===== config.mk =====
export PLATFORM = sky130hd
export DESIGN_NAME = hwt_wake_timer
export DESIGN_NICKNAME = d
export VERILOG_FILES = /design/src/core/hwt_prescaler.v /design/src/core/hwt_wake_timer.v
export VERILOG_INCLUDE_DIRS = /design/src /design/src/core
export SDC_FILE = /design/constraint.sdc
export NUM_CORES = 1
export LEC_CHECK = 0
export BUFFER_PORTS_ARGS = -buffer_cell sky130_fd_sc_hd__buf_2
export CAP_MARGIN = 20
export CORE_ASPECT_RATIO = 0.9
export CORE_UTILIZATION = 45
export CTS_CLUSTER_DIAMETER = 150
export DETAILED_ROUTE_END_ITERATION = 8
export PLACE_DENSITY = 0.63
export SLEW_MARGIN = 20
export SYNTH_ARGS = -nofsm -noshare
export SYNTH_HDL_FRONTEND = slang
export SYNTH_SLANG_ARGS = --single-unit

===== constraint.sdc =====
create_clock -name ref_clk -period 2.2 [get_ports ref_clk]
set_input_delay 0.33 -clock ref_clk [delete_from_list [all_inputs] [get_ports ref_clk]]
set_output_delay 0.33 -clock ref_clk [all_outputs]
set_load 0.005 [all_outputs]

===== src/core/hwt_regs.vh =====
`ifndef HWT_REGS_VH
`define HWT_REGS_VH

// Register byte offsets
`define HWT_OFF_PRELOAD 4'h0
`define HWT_OFF_CONTROL 4'h4
`define HWT_OFF_COUNT 4'h8
`define HWT_ADDR_W 4

// Field layout and reset values
`define HWT_CTRL_RES_BIT 0
`define HWT_PRELOAD_RST 16'h0000
`define HWT_CONTROL_RST 16'h0000
`define HWT_COUNT_RST 16'h0000
`define HWT_ZERO16 16'h0000

// Timing: base period 30.5 us, coarse step 0.125 s = 4096 base ticks
`define HWT_FINE_PERIOD_NS 30500
`define HWT_COARSE_DIV 4096
`define HWT_CLKREQ_HOLD 2'h2
`define HWT_REQ_IDLE 2'h0
`define HWT_REQ_STEP 2'h1
`define HWT_DIV_W 12

`endif


===== src/core/hwt_prescaler.v =====
`timescale 1ns/100ps
`include "hwt_regs.vh"

// Tick divider: one-cycle tick per clock (fine) or per DIV clocks (coarse)
module hwt_prescaler #(
    parameter DIV = `HWT_COARSE_DIV,
    parameter W = `HWT_DIV_W
) (
    ref_clk,
    nrst,
    run,
    coarse,
    tick
);
    input wire ref_clk;
    input wire nrst;
    input wire run;
    input wire coarse;
    output wire tick;

    reg [W-1:0] div_q;
    // Terminal value cut to the divider width on purpose
    localparam integer LAST_I = DIV - 1;
    localparam [W-1:0] LAST = LAST_I[W-1:0];
    wire [W-1:0] last = LAST;

    // Divider restarts whenever the counter is stopped or reloaded
    always @(posedge ref_clk or negedge nrst) begin
        if (!nrst) begin
            div_q <= {W{1'b0}};
        end else if (!run || !coarse || div_q == last) begin
            div_q <= {W{1'b0}};
        end else begin
            div_q <= div_q + {{(W-1){1'b0}}, 1'b1};
        end
    end

    assign tick = run & (!coarse | (div_q == last));
endmodule


===== src/core/hwt_wake_timer.v =====
// Operation
// - The timer is a 16-bit counter that counts down once started.
// - It decrements once per 30.5 us or once per 0.125 s, by resolution.
// - Periods span about 30.5 us to 2 s fine, 0.125 s to 136.5 min coarse.
// - Writing a non-zero preload loads the counter and starts counting.
// - A wake interrupt is produced when the count reaches zero.
// - The event output fires only when enabled and decremented to zero.
// - The counter runs on the 32 kHz clock through a prescaler.
// - Counting goes on while the main oscillator is stopped.
// - Sleep enable inputs are ignored.
// - Clock request is raised only around register accesses.
// - System reset returns all logic and registers to defaults.
// - Preload sits at 00h, control at 04h, count at 08h.
// - Writing zero to preload disables the counter.
// - Control bit 0 set selects 0.125 s per count, clear 30.5 us.
// - Reading count returns the counter value without changing it.
`timescale 1ns/100ps
`include "hwt_regs.vh"

module hwt_wake_timer #(
    parameter COUNT_W = 16,
    parameter COARSE_DIV = `HWT_COARSE_DIV
) (
    ref_clk,
    nrst,
    reg_addr,
    reg_wr,
    reg_rd,
    reg_wdata,
    reg_rdata,
    sleep_en,
    clk_req,
    wake_timer_event
);
    input wire ref_clk; // 32 kHz always-on clock, here modelled at 10 MHz
    input wire nrst; // system_reset, active low
    input wire [`HWT_ADDR_W-1:0] reg_addr;
    input wire reg_wr;
    input wire reg_rd;
    input wire [15:0] reg_wdata;
    output reg [15:0] reg_rdata;
    input wire sleep_en;
    output reg clk_req;
    output reg wake_timer_event;

    // Counter states: idle holds the count, run lets ticks through
    localparam ST_IDLE = 1'b0;
    localparam ST_RUN = 1'b1;

    // Fixed values at the widths they meet
    localparam [COUNT_W-1:0] CNT_ZERO = {COUNT_W{1'b0}};
    localparam [COUNT_W-1:0] CNT_ONE = {{(COUNT_W-1){1'b0}}, 1'b1};
    localparam [COUNT_W-1:0] PRELOAD_RST = `HWT_PRELOAD_RST;
    localparam [COUNT_W-1:0] COUNT_RST = `HWT_COUNT_RST;
    localparam [14:0] CTRL_PAD = 15'h0000;
    localparam [15:0] RDATA_RST = `HWT_ZERO16;
    localparam [1:0] REQ_RST = `HWT_REQ_IDLE;

    // Timer state and its next value
    reg state_q;
    reg state_d;
    reg [COUNT_W-1:0] count_q;
    reg [COUNT_W-1:0] count_d;

    // Event next value
    reg event_d;

    // Software-visible registers and their next values
    reg [COUNT_W-1:0] preload_q;
    reg [COUNT_W-1:0] preload_d;
    reg coarse_q;
    reg coarse_d;
    reg [15:0] rdata_d;

    // Clock request hold counter and its next value
    reg [1:0] req_cnt_q;
    reg [1:0] req_cnt_d;
    reg clk_req_d;

    // Address decode results, one hot
    reg hit_pre;
    reg hit_ctl;
    reg hit_cnt;
    reg hit_none;

    // Prescaler tick, one cycle wide
    wire tick;

    // Write strobes
    wire wr_pre = reg_wr && hit_pre;
    wire wr_ctl = reg_wr && hit_ctl;

    // Read strobes
    wire rd_pre = reg_rd && hit_pre;
    wire rd_ctl = reg_rd && hit_ctl;
    wire rd_cnt = reg_rd && hit_cnt;
    wire rd_none = reg_rd && hit_none;
    wire any_acc = reg_wr || reg_rd;

    // Counter compares
    wire wr_zero = (reg_wdata[COUNT_W-1:0] == CNT_ZERO);
    wire at_one = (count_q == CNT_ONE);
    wire running = (state_q == ST_RUN);
    wire pre_run = running && !wr_pre;
    wire expire = running && tick && at_one;
    wire req_busy = (req_cnt_q != `HWT_REQ_IDLE);

    // Sleep enable has no path into the logic; ref_clk alone drives it
    wire unused_sleep = sleep_en;

    // Address decode; unmapped offsets read zero and drop writes
    always @* begin
        hit_pre = 1'b0;
        hit_ctl = 1'b0;
        hit_cnt = 1'b0;
        hit_none = 1'b0;
        if (reg_addr == `HWT_OFF_PRELOAD) begin
            hit_pre = 1'b1;
        end else if (reg_addr == `HWT_OFF_CONTROL) begin
            hit_ctl = 1'b1;
        end else if (reg_addr == `HWT_OFF_COUNT) begin
            hit_cnt = 1'b1;
        end else begin
            hit_none = 1'b1;
        end
    end

    // Divider restarts on reload, so the first step is a whole one
    hwt_prescaler #(
        .DIV(COARSE_DIV),
        .W(`HWT_DIV_W)
    ) u_pre (
        .ref_clk(ref_clk),
        .nrst(nrst),
        .run(pre_run),
        .coarse(coarse_q),
        .tick(tick)
    );

    // Next preload value; reads back the last write
    always @* begin
        preload_d = preload_q;
        if (wr_pre) begin
            preload_d = reg_wdata[COUNT_W-1:0];
        end
    end

    // Next resolution; takes effect at once, prescaler held at zero while fine
    always @* begin
        coarse_d = coarse_q;
        if (wr_ctl) begin
            coarse_d = reg_wdata[`HWT_CTRL_RES_BIT];
        end
    end

    // Next state; zero preload or expiry parks the counter
    always @* begin
        state_d = state_q;
        if (wr_pre) begin
            if (wr_zero) begin
                state_d = ST_IDLE;
            end else begin
                state_d = ST_RUN;
            end
        end else begin
            case (state_q)
                ST_RUN: begin
                    if (expire) begin
                        state_d = ST_IDLE;
                    end
                end
                default: begin
                    state_d = ST_IDLE;
                end
            endcase
        end
    end

    // Next count; a preload write wins over a tick in the same cycle
    always @* begin
        count_d = count_q;
        if (wr_pre) begin
            count_d = reg_wdata[COUNT_W-1:0];
        end else begin
            case (state_q)
                ST_RUN: begin
                    if (tick) begin
                        count_d = count_q - CNT_ONE;
                    end
                end
                default: begin
                    count_d = count_q;
                end
            endcase
        end
    end

    // Event only on a real 1 to 0 step, never on a load
    always @* begin
        event_d = 1'b0;
        if (!wr_pre && expire) begin
            event_d = 1'b1;
        end
    end

    // Read mux; reading never disturbs the count
    always @* begin
        rdata_d = reg_rdata;
        if (rd_pre) begin
            rdata_d = preload_q;
        end else if (rd_ctl) begin
            rdata_d = {CTRL_PAD, coarse_q};
        end else if (rd_cnt) begin
            rdata_d = count_q;
        end else if (rd_none) begin
            rdata_d = `HWT_ZERO16;
        end
    end

    // Hold the request past the access so writes reach the core
    always @* begin
        req_cnt_d = req_cnt_q;
        if (any_acc) begin
            req_cnt_d = `HWT_CLKREQ_HOLD;
        end else if (req_busy) begin
            req_cnt_d = req_cnt_q - `HWT_REQ_STEP;
        end
        clk_req_d = any_acc || req_busy;
    end

    // Run state flop
    always @(posedge ref_clk or negedge nrst) begin
        if (!nrst) begin
            state_q <= ST_IDLE;
        end else begin
            state_q <= state_d;
        end
    end

    // Count flop
    always @(posedge ref_clk or negedge nrst) begin
        if (!nrst) begin
            count_q <= COUNT_RST;
        end else begin
            count_q <= count_d;
        end
    end

    // Event flop, one-cycle pulse to the interrupt aggregator
    always @(posedge ref_clk or negedge nrst) begin
        if (!nrst) begin
            wake_timer_event <= 1'b0;
        end else begin
            wake_timer_event <= event_d;
        end
    end

    // Preload register
    always @(posedge ref_clk or negedge nrst) begin
        if (!nrst) begin
            preload_q <= PRELOAD_RST;
        end else begin
            preload_q <= preload_d;
        end
    end

    // Resolution bit
    always @(posedge ref_clk or negedge nrst) begin
        if (!nrst) begin
            coarse_q <= 1'b0;
        end else begin
            coarse_q <= coarse_d;
        end
    end

    // Read data, held until the next read
    always @(posedge ref_clk or negedge nrst) begin
        if (!nrst) begin
            reg_rdata <= RDATA_RST;
        end else begin
            reg_rdata <= rdata_d;
        end
    end

    // Request hold counter
    always @(posedge ref_clk or negedge nrst) begin
        if (!nrst) begin
            req_cnt_q <= REQ_RST;
        end else begin
            req_cnt_q <= req_cnt_d;
        end
    end

    // Clock request output
    always @(posedge ref_clk or negedge nrst) begin
        if (!nrst) begin
            clk_req <= 1'b0;
        end else begin
            clk_req <= clk_req_d;
        end
    end
endmodule


==> summary.md <==
| Metric | Value |
|---|---|
| Clock Tree Buf Depth | `2` |
| Die area | `7286 um^2` |
| Worst rel slew slack | `60.05%` |
| Buf+Inv Stages, Crit Path | `1` |
| Largest net degree at the start of global routing | `67` |
| Worst Path Required | `2.48 ns` |
| First-pass GRT wire length | `11,210 um` |
| HP Class | `input port to asynchronous set/reset pin` |
| Syn_nets | `345` |
| Least-Margin Pin Slew | `0.5993 ns` |
| Fin worst setup slack | `0.2176 ns` |
| Tot Pwr | `3.559 mW` |
| Top delay family on crit path | `simple AND/OR/NAND/NOR gates` |
| Async SR Flop Fraction | `100.0%` |
| Core area | `6656 um^2` |
| Antenna-violating nets left | `0` |
| Run status | `complete, no violations` |
| # H-tree levels | `3` |
| Max incr delay on CP | `0.58 ns` |
| Worst slack, placed | `0.2419 ns` |
| Routed length per instance | `14.49 um` |
| Syn Area/Cell | `9.895 um^2` |
| CP Class | `register to register` |
| Fraction of layout cells with a size suffix above 1 | `22.76%` |
| Most common cell in the netlist | `dfrtp_1` |
| WP data arrival | `2.26 ns` |
| Clock power share | `31.3%` |
| Fillers | `609` |
| Drt initial violations | `124` |
| Tcrit/Tclk final | `90.11%` |
| Post-synth top area share | `52.82%` |
| Area Overhead vs Synth | `18.21%` |
| Worst path slowest cell | `or4_2` |
| Post-synthesis sequential area ratio | `52.82%` |
| DRT Wirelength | `6650 um` |
| Starting Density | `46.97%` |
| CP endpoint kind | `register` |
| Minimum period implied by the final worst setup slack | `1.982 ns` |
| Total GRT Usage | `19.77%` |
| Number of setup buffers added after CTS | `0` |
| Io pins | `43` |
| Row count | `28` |
| Synth Flop Type | `dfrtp_1` |
| Synth Register Bits | `66` |
| Final net count | `393` |
| Yosys cell types | `47` |
| Post-synth EDFFs | `0` |
| YS warnings | `0` |
| Switch share | `30.53%` |
| Leakage power | `1.653 nW` |
| Fmax | `504.4 MHz` |
| Overflow after GRT | `0` |
| Die width | `89.87 um` |
| Root Buffer | `clkbuf_8` |
| PD cells | `963.0 nW/um^2` |
| Peak VDD IR | `0.0004441 V` |
| Clock transition at the registers of the reported paths | `0.07 ns` |
| CTS buffer count | `9` |
| Initial antenna violation count | `0` |
| Cell-internal power | `2.472 mW` |
| Clock Sinks | `66` |
| Max Cap Viol | `0` |
| HPWL after DPL | `4506 um` |
| DRT Pass-1 Iters | `5` |
| Switching Power | `1.087 mW` |
| Critical-path cell list | `inv_1, ha_1, nor3b_1, nand4_1, or4_2, nand3_1` |
| Latest clock arrival within the worst-skew pair | `0.34 ns` |
| Post-DR vias/cell | `5.420` |
| Vias | `2,488` |
| N_diodes | `0` |
| Placer congestion estimate | `0.7720` |
| Max-slew violation count | `0` |
| Largest cells by area after synthesis | `dfrtp_1, nand2_1, nor2_1` |
| Yosys top cell by area | `dfrtp_1` |
| Vias in the first global route | `2,278` |
| Top cells by count, synth | `dfrtp_1, nand2_1, nor2_1, a21oi_1` |
| Critical Path Start Type | `register` |
| CP max FO | `5` |
| Cell count after synthesis | `316` |
| Worst R2R Setup Slack | `0.22 ns` |
| Gate power share | `21.9%` |
| # setup viols final | `0` |
| Post-cts resize count | `0` |
| Post-route setup TNS | `0 ns` |
| Part of the power in registers | `46.8%` |
| Final Skew | `0.006665 ns` |
| CTS tree | `built` |
| Number of remaining DRC errors | `0` |
| Die span in y | `81.08 um` |
| RSZ-0062 raised after global routing | `false` |
| Fin. Hold Viols | `0` |
| # port buffers | `41` |
| Fin util | `55.53%` |
| Hold buffers post-CTS | `0` |
| Post-Syn Area | `3127 um^2` |
==> layout by cell type (no fill, tap or decap), types with 9 or more instances in the layout <==
master,n
buf_2,41
buf_4,9
nor2_1,35
clkbuf_8,10
a22oi_1,15
nand2_1,56
o211ai_1,15
nand3_1,11
inv_1,9
o311ai_0,10
a21oi_1,17
dfrtp_1,66
xor2_1,10
==> sequential cells by signal, summed over array words and instances, names as in the netlist <==
| name | count |
|---|---|
| coarse_q | 1 |
| wake_timer_event | 1 |
| reg_rdata | 16 |
| u_pre.div_q | 12 |
| preload_q | 16 |
| clk_req | 1 |
| req_cnt_q | 2 |
| count_q | 16 |
| running | 1 |
==> cells by family after synthesis <==
family                     synth area share [%]
and+or+nand+nor                           22.21
AOI/OAI and AO/OA                         15.85
DFF                                       52.82
buffers and inverters                     3.481
xor gates and xnor gates                  3.361
adders and majority gates                 1.601
muxes                                    0.6803
==> metal layers <==
metal	GRT usage, %	wire length, um	up-vias
met2	30.23	2974	50
met4	8.065	104	0
li1	-	-	1240
met1	27.34	3330	1187
met3	4.775	240	11
met5	0	0	-
==> layout make-up <==
type	count	area, um^2	area share, %
tap	90	112.6	3.047
sequential	66	1652	44.69
multi-input combinational	226	1366	36.97
timing repair buffer	52	312.8	8.463
inverter	9	33.78	0.9140
clock buffer	11	141.4	3.825
clock inverter	5	77.57	2.099
==> worst paths after layout <==
path	to	start	cells past startpoint
worst min-delay path	u_pre.div_q[6]	nrst	2
worst max register to register	count_q[12]	count_q[0]	6
min in group ref_clk	req_cnt_q[0]	reg_wr	2
worst min register to register	u_pre.div_q[0]	u_pre.div_q[0]	1
max in group asynchronous	count_q[4]	nrst	2
worst max-delay path	count_q[12]	count_q[0]	6
==> through the flow <==
stage	instances	hold WS, ns	instance area [um^2]
after floorplan	316	0.03441	3127
after global placement	443	0.3802	3477
after detailed placement	443	0.3793	3477
after CTS	459	0.007009	3696
after global routing	459	0.02086	3696
final	459	0.003467	3696
==> power groups by stage <==
stage	logic (mW)	clock network (mW)	registers, mW
detailed placement	0.778	0	1.68
floorplan	0.539	0	1.63
CTS	0.787	1.15	1.66
global placement	0.771	0	1.67
global route	0.895	1.19	1.70
finish	0.781	1.11	1.67
Power figures use the tool's default switching activity.
